### src/dcd_pkg.sv
package dcd_pkg;

  // ****************************************
  // Command addresses
  // ****************************************
  localparam logic [7:0] OP_REINIT = 8'h01;
  localparam logic [7:0] OP_INDIC = 8'h02;
  localparam logic [7:0] OP_SYNTH = 8'h03;
  localparam logic [7:0] OP_IN_TUNE = 8'h10;
  localparam logic [7:0] OP_OUT_TUNE = 8'h11;
  localparam logic [7:0] OP_LO_TUNE = 8'h12;
  localparam logic [7:0] OP_PREAMP = 8'h14;
  localparam logic [7:0] OP_ATTEN = 8'h15;
  localparam logic [7:0] OP_ROUTE = 8'h16;
  localparam logic [7:0] OP_SAVE = 8'h18;
  localparam logic [7:0] OP_POWER = 8'h19;
  localparam logic [7:0] OP_REFSRC = 8'h1A;
  localparam logic [7:0] OP_TRIM = 8'h1B;
  localparam logic [7:0] OP_UNVM_WR = 8'h1C;
  localparam logic [7:0] OP_GAIN = 8'h1D;
  localparam logic [7:0] OP_CAL = 8'h1F;
  localparam logic [7:0] OP_Q_PARAM = 8'h30;
  localparam logic [7:0] OP_Q_TEMP = 8'h31;
  localparam logic [7:0] OP_Q_COND = 8'h32;
  localparam logic [7:0] OP_Q_IDENT = 8'h33;
  localparam logic [7:0] OP_FNVM_RD = 8'h34;
  localparam logic [7:0] OP_UNVM_RD = 8'h35;
  localparam logic [7:0] OP_PAD = 8'h36;

  // ****************************************
  // Frame lengths, answer sizes
  // ****************************************
  localparam logic [2:0] LEN_0 = 3'h0;
  localparam logic [2:0] LEN_1 = 3'h1;
  localparam logic [2:0] LEN_3 = 3'h3;
  localparam logic [2:0] LEN_5 = 3'h5;
  localparam logic [2:0] LEN_7 = 3'h7;
  localparam logic [3:0] ANS_ACK = 4'h1;
  localparam logic [3:0] ANS_RESP = 4'h8;
  localparam logic [7:0] ACK_BYTE = 8'h00;
  localparam logic [2:0] LAST_BYTE = 3'h7;

  // ****************************************
  // Field positions inside a payload
  // ****************************************
  localparam int B_MODE = 0;
  localparam int B_FAST = 2;
  localparam int B_BYPASS = 0;
  localparam int B_AMPPWR = 1;
  localparam int B_IFOUT = 2;
  localparam int B_NOINV = 3;
  localparam int B_EXTLOCK = 0;
  localparam int B_EXPORT = 1;
  localparam int B_AUTOAMP = 1;
  localparam int LG_LSB = 0;
  localparam int LG_W = 2;
  localparam int LIN_LSB = 2;
  localparam int LIN_W = 3;
  localparam int ATT_TGT_LSB = 8;
  localparam int ATT_TGT_W = 3;
  localparam int BYTE_W = 8;
  localparam int WORD16_W = 16;
  localparam int NVM_ADDR_LSB = 8;
  localparam int LVL_IN_LSB = 8;
  localparam int LVL_MIX_LSB = 16;
  localparam int LVL_OUT_LSB = 24;
  localparam int QSEL_W = 4;
  localparam int TUNE_W = 56;
  localparam logic [2:0] ATT_IN = 3'h0;
  localparam logic [2:0] ATT_OUT = 3'h1;
  localparam logic [3:0] QP_IN = 4'h0;
  localparam logic [3:0] QP_OUT = 4'h1;
  localparam logic [3:0] QP_LO = 4'h2;
  localparam logic [3:0] QP_OTHER = 4'h3;
  localparam logic [3:0] QI_SERIAL = 4'h0;
  localparam logic [3:0] QI_REV = 4'h1;
  localparam logic [3:0] QI_DATES = 4'h2;

  // ****************************************
  // Types
  // ****************************************
  typedef struct packed {
    logic indicator;
    logic [1:0] loop_gain;
    logic fast_tune;
    logic [55:0] input_tune_word;
    logic [55:0] output_band_tune_word;
    logic [55:0] local_osc_tune_word;
    logic preamp_on;
    logic [7:0] in_atten;
    logic [7:0] out_atten;
    logic bypass;
    logic amp_power;
    logic if_out_en;
    logic no_invert;
    logic analog_on;
    logic ext_ref_lock;
    logic backplane_ref_export;
    logic [15:0] ref_trim;
    logic auto_gain;
    logic auto_amp;
    logic [2:0] lin_mode;
    logic [7:0] in_level;
    logic [7:0] mix_level;
    logic [7:0] out_level;
  } dcd_cfg_s;

  typedef struct packed {
    logic req;
    logic we;
    logic factory;
    logic [15:0] addr;
    logic [7:0] wdata;
  } dcd_nvm_s;

  typedef struct packed {
    logic [40:0] unused;
    logic auto_amp;
    logic auto_gain;
    logic preamp_on;
    logic spec_inverted;
    logic if_out_en;
    logic bypass;
    logic standby;
    logic [3:0] lo_misc;
    logic analog_on;
    logic ext_ref_lock;
    logic ref_detect;
    logic accessed;
    logic pad7;
    logic [1:0] loop_gain;
    logic [4:0] pll_lock;
  } dcd_status_s;

  localparam dcd_cfg_s CFG_DEFAULT = '{loop_gain: 2'h1, analog_on: 1'b1, default: '0};
  localparam dcd_nvm_s NVM_IDLE = '0;

  function automatic logic [2:0] payload_len(input logic [7:0] op);
    logic [2:0] n;
    n = LEN_0;
    unique case (op)
      OP_IN_TUNE, OP_OUT_TUNE, OP_LO_TUNE, OP_PAD: n = LEN_7;
      OP_ATTEN, OP_TRIM, OP_UNVM_WR, OP_FNVM_RD, OP_UNVM_RD: n = LEN_3;
      OP_GAIN: n = LEN_5;
      OP_REINIT, OP_INDIC, OP_SYNTH, OP_PREAMP, OP_ROUTE, OP_SAVE, OP_POWER, OP_REFSRC, OP_CAL,
      OP_Q_PARAM, OP_Q_TEMP, OP_Q_COND, OP_Q_IDENT: n = LEN_1;
      default: n = LEN_0;
    endcase
    return n;
  endfunction

endpackage

### src/dcd_cfg_store.sv
`timescale 1ns/1ps
module dcd_cfg_store (
  // Clock and reset
  input wire logic clk,
  input wire logic arst_n,
  // Write side
  input wire logic we,
  input dcd_pkg::dcd_cfg_s wdata,
  // Read side
  output dcd_pkg::dcd_cfg_s rdata_r
);

  // ****************************************
  // Startup state image
  // ****************************************
  always_ff @(posedge clk or negedge arst_n) begin
    if (!arst_n) begin
      rdata_r <= dcd_pkg::CFG_DEFAULT;
    end else if (we) begin
      rdata_r <= wdata;
    end
  end

endmodule

### src/dcd_resp_shift.sv
`timescale 1ns/1ps
module dcd_resp_shift (
  // Clock and reset
  input wire logic clk,
  input wire logic arst_n,
  // Load side
  input wire logic load,
  input wire logic [3:0] load_len,
  input wire logic [63:0] load_data,
  output logic busy,
  // Byte stream out
  output logic [7:0] tx_data,
  output logic tx_valid,
  input wire logic tx_ready
);

  logic [63:0] buf_r;
  logic [3:0] cnt_r;

  // ****************************************
  // Most significant byte leaves first
  // ****************************************
  always_ff @(posedge clk or negedge arst_n) begin
    if (!arst_n) begin
      buf_r <= '0;
      cnt_r <= '0;
    end else if (load) begin
      buf_r <= load_data;
      cnt_r <= load_len;
    end else if (tx_valid && tx_ready) begin
      buf_r <= {buf_r[55:0], dcd_pkg::ACK_BYTE};
      cnt_r <= cnt_r - 4'h1;
    end
  end

  assign tx_data = buf_r[63:56];
  assign tx_valid = (cnt_r != 4'h0);
  assign busy = tx_valid;

endmodule

### src/dcd_decoder.sv
`timescale 1ns/1ps
module dcd_decoder #(
  parameter logic [63:0] IDENT_SERIAL = 64'h0000_0000_0000_0000,  // Arbitrary value
  parameter logic [63:0] IDENT_REV = 64'h0000_0000_0000_0000,  // Arbitrary value
  parameter logic [63:0] IDENT_DATES = 64'h0000_0000_0000_0000  // Arbitrary value
) (
  // Clock and reset
  input wire logic clk,
  input wire logic arst_n,
  // Command bytes in
  input wire logic [7:0] rx_data,
  input wire logic rx_valid,
  output logic rx_ready,
  // Answer bytes out
  output logic [7:0] tx_data,
  output logic tx_valid,
  input wire logic tx_ready,
  // Settings applied to the hardware
  output dcd_pkg::dcd_cfg_s cfg,
  output logic ext_lock_go,
  output logic reprogram,
  output logic cal_start,
  // Nonvolatile memory port
  output dcd_pkg::dcd_nvm_s nvm,
  input wire logic nvm_ack,
  input wire logic [7:0] nvm_rdata,
  // Monitored state
  input wire logic ref_detect,
  input wire logic [4:0] pll_lock,
  input wire logic [31:0] temp_word
);

  // ****************************************
  // Declarations
  // ****************************************
  typedef enum logic [2:0] {
    S_ADDR = 3'b000,
    S_DATA = 3'b001,
    S_EXEC = 3'b010,
    S_NVM = 3'b011,
    S_RLOAD = 3'b100,
    S_WAIT = 3'b101
  } dcd_state_e;

  dcd_state_e state_r;
  logic [7:0] op_r;
  logic [2:0] len_r;
  logic [2:0] cnt_r;
  logic [55:0] frm_r;
  logic [2:0] rd_idx_r;
  logic [63:0] rd_buf_r;
  logic accessed_r;
  dcd_pkg::dcd_cfg_s cfg_r;
  dcd_pkg::dcd_cfg_s store_rd;
  dcd_pkg::dcd_nvm_s nvm_r;
  dcd_pkg::dcd_status_s status;
  logic store_we;
  logic rx_take;
  logic exec;
  logic is_cfg;
  logic is_query;
  logic is_nvm_rd;
  logic ld;
  logic [3:0] ld_len;
  logic [63:0] ld_data;
  logic [63:0] resp;
  logic busy;

  assign rx_take = rx_valid && rx_ready;
  assign exec = (state_r == S_EXEC);
  assign rx_ready = (state_r == S_ADDR) || (state_r == S_DATA);
  assign cfg = cfg_r;
  assign nvm = nvm_r;
  assign store_we = exec && (op_r == dcd_pkg::OP_SAVE);

  always_comb begin
    is_cfg = 1'b0;
    is_query = 1'b0;
    is_nvm_rd = 1'b0;
    unique case (op_r)
      dcd_pkg::OP_REINIT, dcd_pkg::OP_INDIC, dcd_pkg::OP_SYNTH, dcd_pkg::OP_IN_TUNE,
      dcd_pkg::OP_OUT_TUNE, dcd_pkg::OP_LO_TUNE, dcd_pkg::OP_PREAMP, dcd_pkg::OP_ATTEN,
      dcd_pkg::OP_ROUTE, dcd_pkg::OP_SAVE, dcd_pkg::OP_POWER, dcd_pkg::OP_REFSRC,
      dcd_pkg::OP_TRIM, dcd_pkg::OP_GAIN, dcd_pkg::OP_CAL: is_cfg = 1'b1;
      dcd_pkg::OP_Q_PARAM, dcd_pkg::OP_Q_TEMP, dcd_pkg::OP_Q_COND, dcd_pkg::OP_Q_IDENT: is_query = 1'b1;
      dcd_pkg::OP_FNVM_RD, dcd_pkg::OP_UNVM_RD: is_nvm_rd = 1'b1;
      default: is_cfg = 1'b0;
    endcase
  end

  // ****************************************
  // Framing by byte count
  // ****************************************
  always_ff @(posedge clk or negedge arst_n) begin
    if (!arst_n) begin
      state_r <= S_ADDR;
    end else begin
      unique case (state_r)
        S_ADDR: begin
          if (rx_take) begin
            state_r <= (dcd_pkg::payload_len(rx_data) == dcd_pkg::LEN_0) ? S_EXEC : S_DATA;
          end
        end
        S_DATA: begin
          if (rx_take && (cnt_r + 3'h1 == len_r)) begin
            state_r <= S_EXEC;
          end
        end
        S_EXEC: begin
          if (is_nvm_rd || (op_r == dcd_pkg::OP_UNVM_WR)) begin
            state_r <= S_NVM;
          end else if (ld) begin
            state_r <= S_WAIT;
          end else begin
            state_r <= S_ADDR;
          end
        end
        S_NVM: begin
          if (nvm_ack && nvm_r.we) begin
            state_r <= S_WAIT;
          end else if (nvm_ack && (rd_idx_r == dcd_pkg::LAST_BYTE)) begin
            state_r <= S_RLOAD;
          end
        end
        S_RLOAD: state_r <= S_WAIT;
        S_WAIT: begin
          if (!busy) begin
            state_r <= S_ADDR;
          end
        end
        default: state_r <= S_ADDR;
      endcase
    end
  end

  always_ff @(posedge clk or negedge arst_n) begin
    if (!arst_n) begin
      op_r <= '0;
      len_r <= '0;
      cnt_r <= '0;
      frm_r <= '0;
    end else if (rx_take && (state_r == S_ADDR)) begin
      op_r <= rx_data;
      len_r <= dcd_pkg::payload_len(rx_data);
      cnt_r <= '0;
      frm_r <= '0;
    end else if (rx_take) begin
      frm_r <= {frm_r[47:0], rx_data};
      cnt_r <= cnt_r + 3'h1;
    end
  end

  // ****************************************
  // Settings
  // ****************************************
  always_ff @(posedge clk or negedge arst_n) begin
    if (!arst_n) begin
      cfg_r <= dcd_pkg::CFG_DEFAULT;
    end else if (exec) begin
      unique case (op_r)
        dcd_pkg::OP_REINIT: begin
          if (frm_r[dcd_pkg::B_MODE]) begin
            cfg_r <= store_rd;
          end
        end
        dcd_pkg::OP_INDIC: cfg_r.indicator <= frm_r[dcd_pkg::B_MODE];
        dcd_pkg::OP_SYNTH: begin
          cfg_r.loop_gain <= frm_r[dcd_pkg::LG_LSB +: dcd_pkg::LG_W];
          cfg_r.fast_tune <= frm_r[dcd_pkg::B_FAST];
        end
        dcd_pkg::OP_IN_TUNE: cfg_r.input_tune_word <= frm_r;
        dcd_pkg::OP_OUT_TUNE: cfg_r.output_band_tune_word <= frm_r;
        dcd_pkg::OP_LO_TUNE: cfg_r.local_osc_tune_word <= frm_r;
        dcd_pkg::OP_PREAMP: cfg_r.preamp_on <= frm_r[dcd_pkg::B_MODE];
        dcd_pkg::OP_ATTEN: begin
          if (frm_r[dcd_pkg::ATT_TGT_LSB +: dcd_pkg::ATT_TGT_W] == dcd_pkg::ATT_IN) begin
            cfg_r.in_atten <= frm_r[dcd_pkg::BYTE_W-1:0];
          end else if (frm_r[dcd_pkg::ATT_TGT_LSB +: dcd_pkg::ATT_TGT_W] == dcd_pkg::ATT_OUT) begin
            cfg_r.out_atten <= frm_r[dcd_pkg::BYTE_W-1:0];
          end
        end
        dcd_pkg::OP_ROUTE: begin
          cfg_r.bypass <= frm_r[dcd_pkg::B_BYPASS];
          cfg_r.amp_power <= frm_r[dcd_pkg::B_AMPPWR];
          cfg_r.if_out_en <= frm_r[dcd_pkg::B_IFOUT];
          cfg_r.no_invert <= frm_r[dcd_pkg::B_NOINV];
        end
        dcd_pkg::OP_POWER: cfg_r.analog_on <= frm_r[dcd_pkg::B_MODE];
        dcd_pkg::OP_REFSRC: begin
          cfg_r.ext_ref_lock <= frm_r[dcd_pkg::B_EXTLOCK];
          cfg_r.backplane_ref_export <= frm_r[dcd_pkg::B_EXPORT];
        end
        dcd_pkg::OP_TRIM: cfg_r.ref_trim <= frm_r[dcd_pkg::WORD16_W-1:0];
        dcd_pkg::OP_GAIN: begin
          cfg_r.auto_gain <= frm_r[dcd_pkg::B_MODE];
          cfg_r.auto_amp <= frm_r[dcd_pkg::B_AUTOAMP];
          cfg_r.lin_mode <= frm_r[dcd_pkg::LIN_LSB +: dcd_pkg::LIN_W];
          cfg_r.in_level <= frm_r[dcd_pkg::LVL_IN_LSB +: dcd_pkg::BYTE_W];
          cfg_r.mix_level <= frm_r[dcd_pkg::LVL_MIX_LSB +: dcd_pkg::BYTE_W];
          cfg_r.out_level <= frm_r[dcd_pkg::LVL_OUT_LSB +: dcd_pkg::BYTE_W];
        end
        default: cfg_r <= cfg_r;
      endcase
    end
  end

  always_ff @(posedge clk or negedge arst_n) begin
    if (!arst_n) begin
      accessed_r <= 1'b0;
      reprogram <= 1'b0;
      cal_start <= 1'b0;
      ext_lock_go <= 1'b0;
    end else begin
      if (exec && (op_r == dcd_pkg::OP_INDIC)) begin
        accessed_r <= 1'b1;
      end
      reprogram <= exec && (op_r == dcd_pkg::OP_REINIT);
      cal_start <= exec && (op_r == dcd_pkg::OP_CAL);
      ext_lock_go <= cfg_r.ext_ref_lock && ref_detect;
    end
  end

  dcd_cfg_store u_store (
    .clk(clk),
    .arst_n(arst_n),
    .we(store_we),
    .wdata(cfg_r),
    .rdata_r(store_rd)
  );

  // ****************************************
  // Nonvolatile memory access
  // ****************************************
  always_ff @(posedge clk or negedge arst_n) begin
    if (!arst_n) begin
      nvm_r <= dcd_pkg::NVM_IDLE;
      rd_idx_r <= '0;
      rd_buf_r <= '0;
    end else if (exec && (op_r == dcd_pkg::OP_UNVM_WR)) begin
      nvm_r.req <= 1'b1;
      nvm_r.we <= 1'b1;
      nvm_r.factory <= 1'b0;
      nvm_r.addr <= frm_r[dcd_pkg::NVM_ADDR_LSB +: dcd_pkg::WORD16_W];
      nvm_r.wdata <= frm_r[dcd_pkg::BYTE_W-1:0];
    end else if (exec && is_nvm_rd) begin
      nvm_r.req <= 1'b1;
      nvm_r.we <= 1'b0;
      nvm_r.factory <= (op_r == dcd_pkg::OP_FNVM_RD);
      nvm_r.addr <= frm_r[dcd_pkg::WORD16_W-1:0];
      nvm_r.wdata <= '0;
      rd_idx_r <= '0;
    end else if ((state_r == S_NVM) && nvm_ack) begin
      rd_buf_r[rd_idx_r * dcd_pkg::BYTE_W +: dcd_pkg::BYTE_W] <= nvm_rdata;
      rd_idx_r <= rd_idx_r + 3'h1;
      nvm_r.addr <= nvm_r.addr + 16'h0001;
      if (nvm_r.we || (rd_idx_r == dcd_pkg::LAST_BYTE)) begin
        nvm_r.req <= 1'b0;
      end
    end
  end

  // ****************************************
  // Answers
  // ****************************************
  always_comb begin
    status = '0;
    status.pll_lock = pll_lock;
    status.loop_gain = cfg_r.loop_gain;
    status.accessed = accessed_r;
    status.ref_detect = ref_detect;
    status.ext_ref_lock = cfg_r.ext_ref_lock;
    status.analog_on = cfg_r.analog_on;
    status.standby = !cfg_r.analog_on;
    status.bypass = cfg_r.bypass;
    status.if_out_en = cfg_r.if_out_en;
    status.spec_inverted = !cfg_r.no_invert;
    status.preamp_on = cfg_r.preamp_on;
    status.auto_gain = cfg_r.auto_gain;
    status.auto_amp = cfg_r.auto_amp;
  end

  always_comb begin
    resp = '0;
    unique case (op_r)
      dcd_pkg::OP_Q_PARAM: begin
        unique case (frm_r[dcd_pkg::QSEL_W-1:0])
          dcd_pkg::QP_IN: resp[dcd_pkg::TUNE_W-1:0] = cfg_r.input_tune_word;
          dcd_pkg::QP_OUT: resp[dcd_pkg::TUNE_W-1:0] = cfg_r.output_band_tune_word;
          dcd_pkg::QP_LO: resp[dcd_pkg::TUNE_W-1:0] = cfg_r.local_osc_tune_word;
          dcd_pkg::QP_OTHER: resp[23:0] = {3'h0, 1'b0, !cfg_r.no_invert, cfg_r.if_out_en,
                                           cfg_r.amp_power, cfg_r.bypass, cfg_r.in_atten, cfg_r.out_atten};
          default: resp = '0;
        endcase
      end
      dcd_pkg::OP_Q_TEMP: resp[31:0] = temp_word;
      dcd_pkg::OP_Q_COND: resp = status;
      dcd_pkg::OP_Q_IDENT: begin
        unique case (frm_r[dcd_pkg::QSEL_W-1:0])
          dcd_pkg::QI_SERIAL: resp = IDENT_SERIAL;
          dcd_pkg::QI_REV: resp = IDENT_REV;
          dcd_pkg::QI_DATES: resp = IDENT_DATES;
          default: resp = '0;
        endcase
      end
      default: resp = '0;
    endcase
  end

  always_comb begin
    ld = 1'b0;
    ld_len = dcd_pkg::ANS_ACK;
    ld_data = {dcd_pkg::ACK_BYTE, 56'h0};
    if (exec && is_cfg) begin
      ld = 1'b1;
    end else if (exec && is_query) begin
      ld = 1'b1;
      ld_len = dcd_pkg::ANS_RESP;
      ld_data = resp;
    end else if ((state_r == S_NVM) && nvm_ack && nvm_r.we) begin
      ld = 1'b1;
    end else if (state_r == S_RLOAD) begin
      ld = 1'b1;
      ld_len = dcd_pkg::ANS_RESP;
      ld_data = rd_buf_r;
    end
  end

  dcd_resp_shift u_shift (
    .clk(clk),
    .arst_n(arst_n),
    .load(ld),
    .load_len(ld_len),
    .load_data(ld_data),
    .busy(busy),
    .tx_data(tx_data),
    .tx_valid(tx_valid),
    .tx_ready(tx_ready)
  );

endmodule

### config.mk
export PLATFORM = sky130hd
export DESIGN_NAME = dcd_decoder
export DESIGN_NICKNAME = d
export VERILOG_FILES = /design/src/dcd_pkg.sv /design/src/dcd_cfg_store.sv /design/src/dcd_resp_shift.sv /design/src/dcd_decoder.sv
export SDC_FILE = /design/constraint.sdc
export NUM_CORES = 1
export LEC_CHECK = 0
export ABC_AREA = 1
export BUFFER_PORTS_ARGS = -buffer_cell sky130_fd_sc_hd__buf_4
export CAP_MARGIN = 0
export CELL_PAD_IN_SITES_DETAIL_PLACEMENT = 0
export CELL_PAD_IN_SITES_GLOBAL_PLACEMENT = 2
export CORE_AREA = 2 2 380 232
export CTS_CLUSTER_DIAMETER = 60
export DETAILED_ROUTE_END_ITERATION = 7
export DIE_AREA = 0 0 382 234
export PLACE_DENSITY_LB_ADDON = 0.1
export SLEW_MARGIN = 20
export SYNTH_ARGS = -nofsm -noshare
export SYNTH_HDL_FRONTEND = slang
export SYNTH_SLANG_ARGS = --single-unit
### constraint.sdc
create_clock -name clk -period 3.8 [get_ports clk]
set_clock_uncertainty 0.1 [all_clocks]
set_input_delay 0.38 -clock clk [delete_from_list [all_inputs] [get_ports clk]]
set_output_delay 0.38 -clock clk [all_outputs]
set_load 0.01 [all_outputs]
==> qor.txt <==
Hpwl dp = 93.10 mm
Grt met2 use = 38.12%
Avg Vias per Cell = 5.300
Asr flop ratio synth = 100.0%
Clk sinks = 721
Startpoint Class = register
Finished Cell Area = 39980 sq um
Worst Hold Class = input pin to register
Syn-to-layout area delta = 20.40%
# port buffers = 339
Leakage = 18.44 nW
Number of synthesis warnings = 0
Met3 usage = 7.328%
Ratio of cells with drive above 1 in the final layout = 15.22%
# diodes = 0
Root Buffer = clkbuf_16
Antenna-violating nets left = 0
Starting Density = 38.48%
Initial antenna violation count = 7
Fmax = 318.9 MHz
Core box area = 86290 sq um
Max cap viols = 0
Max-slew violations = 0
Status = complete, no violations
Mean Syn Cell Area = 8.325 sq um
RSZ-0062 raised after global routing = no
Vias in the first global route = 26910
Placed inst area = 37170 sq um
1st-iter DRT viols = 3127
CTS tree = done
Num rows = 84
Crit-path max cell delay = 550 ps
Pwr/cell area = 622.2 nW/um^2
Final Net Count = 4351
TritonRoute pass-1 iters = 6
Largest net degree at the start of global routing = 169
Most Crowded Layer GR = met1
Worst EP arrival = 3570 ps
Die ar. = 89390 sq um
Setup crit end kind = register
Routability cong. = 0.9321
Mapped Cells = 3989
Clock-pin slew on the worst setup and hold paths = 70 ps
Met1 track demand over resource = 47.32%
Worst Tran Pin Value = 1167 ps
CTS max path bufs = 3
CP cell instances = buf_4 -> nand2_1 -> inv_1 -> nand2_1 -> buf_4 -> o22ai_1 -> o21ai_0 -> buf_4 -> nand3_1 -> dlygate4sd3_1 -> o21ai_0 -> nand2_1
Finish-stage setup viols = 0
Syn Nets = 4056
CTS buffer count = 76
Final setup TNS = 0 ps
#FFs+latches synth = 721
Final Hold Viols = 0
H-tree Lvls = 3
Final worst path period share = 82.52%
Finished Layout Cells = 5505
Die Width = 382 um
Slew headroom = 21.76%
CP Data Required Time = 4240 ps
Routed vias = 29180
Minimum clock period after layout = 3136 ps
Number of flops mapped to enable cells by yosys = 0
Tot GR Track Use = 29.09%
Die height = 234 um
Main synth FF type = dfrtp_1
Max rail drop VDD = 0.0004643 V
Critical path class = register to register
Slowest CP cell = dlygate4sd3_1
Gr ovfl total = 0
Wire per inst = 23.78 um
Placed insts = 5340
Skew-Pair Late Insertion Delay = 670 ps
WL final = 130.9 mm
Global-route wire length before repair = 192.0 mm
Unique cell type count in the Yosys netlist = 46
DRC = 0
Worst-path fanout max = 14
Post-synth design cell area = 33210 sq um
Cts repair resizes = 0
Top Ports = 340
Seq/Total Area, Yosys = 54.35%
Setup bufs post-CTS = 0
[per-stage QoR]
| step | setup WS, ps | utilization, % | power (mW) | hold slack [ps] |
|---|---|---|---|---|
| 2_1_floorplan | 1252 | - | 13.58 | -15.59 |
| 3_3_place_gp | 714.6 | 43.08 | 17.12 | 344.7 |
| 3_5_place_dp | 784.0 | 43.08 | 17.09 | 345.5 |
| 4_1_cts | 724.1 | 46.33 | 24.98 | 33.32 |
| 5_1_grt | 421.7 | 46.33 | 26.14 | 68.64 |
| 6_report | 664.2 | 46.33 | 24.88 | 75.69 |
[final timing paths]
check,start,end,slack (ps),depth (start not counted)
min in group asynchronous,arst_n,u_store.rdata_r[33]$_DFFE_PN0P_,230,2
worst max register to register,frm_r[1]$_DFFE_PN0P_,u_shift.buf_r[0]$_DFFE_PN0P_,660,12
worst min-delay path,temp_word[9],u_shift.buf_r[9]$_DFFE_PN0P_,80,5
max in group asynchronous,arst_n,cfg[142]$_DFFE_PN0P_,2240,4
worst min register to register,u_shift.buf_r[0]$_DFFE_PN0P_,u_shift.buf_r[0]$_DFFE_PN0P_,370,2
worst max-delay path,frm_r[1]$_DFFE_PN0P_,u_shift.buf_r[0]$_DFFE_PN0P_,660,12
[area by class of cell]
cell class,instances,area [sq um]
timing repair buffer,465,3804
clock buffer,116,2295
tap,1161,1453
clock inverter,22,244.0
fill,8608,46310
sequential,721,18050
inverter,383,1440
multi-input combinational,2637,12700
[cell usage after synthesis (8+ instances only)]
cell / instances / share of area [%]
a21oi_1: 157 / 2.4
mux2_2: 47 / 1.6
or2_2: 8 / 0.15
buf_4: 21 / 0.47
nand3_1: 142 / 2.1
nor3_1: 10 / 0.15
a31oi_1: 18 / 0.34
buf_2: 71 / 1.1
buf_1: 13 / 0.15
inv_2: 8 / 0.090
dfrtp_1: 717 / 54
a211oi_1: 30 / 0.68
clkbuf_1: 142 / 1.6
nand4_1: 17 / 0.32
a22oi_1: 10 / 0.23
o21ai_0: 641 / 9.7
ha_1: 8 / 0.30
inv_1: 367 / 4.1
nor2_1: 138 / 1.6
o211ai_1: 62 / 1.4
o31ai_1: 8 / 0.18
o21ai_1: 94 / 1.4
nand2_1: 1141 / 13
o22ai_1: 26 / 0.49
o221ai_1: 30 / 0.79
[where the power goes]
group          leakage [nW]  internal (mW)  switching (mW)
sequential             9.76           8.87            1.06
clock                  1.26           4.45            3.36
combinational          7.42           2.01            5.12
total                  18.4           15.3            9.54
[critical path: cells and delay by family (launching register included)]
| kind | cells | cell delay (ps) |
|---|---|---|
| buffers and inverters | 5 | 1270 |
| and+or+nand+nor | 4 | 760 |
| AOI/OAI and AO/OA | 3 | 490 |
| DFF | 1 | 380 |
[state kept, by name, indices dropped and copies added, names as in the netlist, 3 cells and up]
signal,cells
nvm,27
u_shift.cnt_r,4
len_r,3
op_r,8
rd_buf_r,64
u_shift.buf_r,64
rd_idx_r,3
state_r,3
frm_r,56
u_store.rdata_r,241
cfg,241
cnt_r,3
[cells by family (layout without fill, tap and decap cells)]
family	count (synthesis)	after routing	synth area share, %
adders and majority gates	8	8	0.3014
AOI/OAI and AO/OA	1090	1090	17.93
and+or+nand+nor	1480	1480	17.84
xor gates and xnor gates	12	12	0.3165
muxes	47	47	1.594
DFF	721	721	54.35
buffers and inverters	631	986	7.668
[routing by layer]
layer  routed length (um)  share of wire, %  up-vias
met5                    0                 0        -
met4                 2223               1.7        0
met3                11010               8.4      120
met2                50810                39     1069
met1                66860                51    14250
li1                     -                 -    13740
[timing repair]
action / in CTS / in global routing
hold buffers: 27 / 0
endpoints found under the setup margin: 0 / 0
endpoints found under the hold margin: 112 / 0
[cell usage in the layout, fill, tap and decap left out, drive strengths merged]
cell type / count
o22ai: 26
nor3: 14
nor2: 146
bufinv: 4
clkinv: 20
nor4: 3
ha: 8
a22oi: 10
mux2: 47
dfrtp: 717
xor2: 6
clkbuf: 116
nand2b: 1
a21oi: 159
nand2: 1144
a31oi: 18
o21bai: 3
buf: 438
or2: 8
o31ai: 8
dlygate4sd3: 27
inv: 381
o21ai: 738
nand4: 17
o221ai: 30
xnor2: 6
nand3: 144
o41ai: 6
a211oi: 30
dfstp: 4
o211ai: 62
nand3b: 3
(Power assumes the default switching activity.)
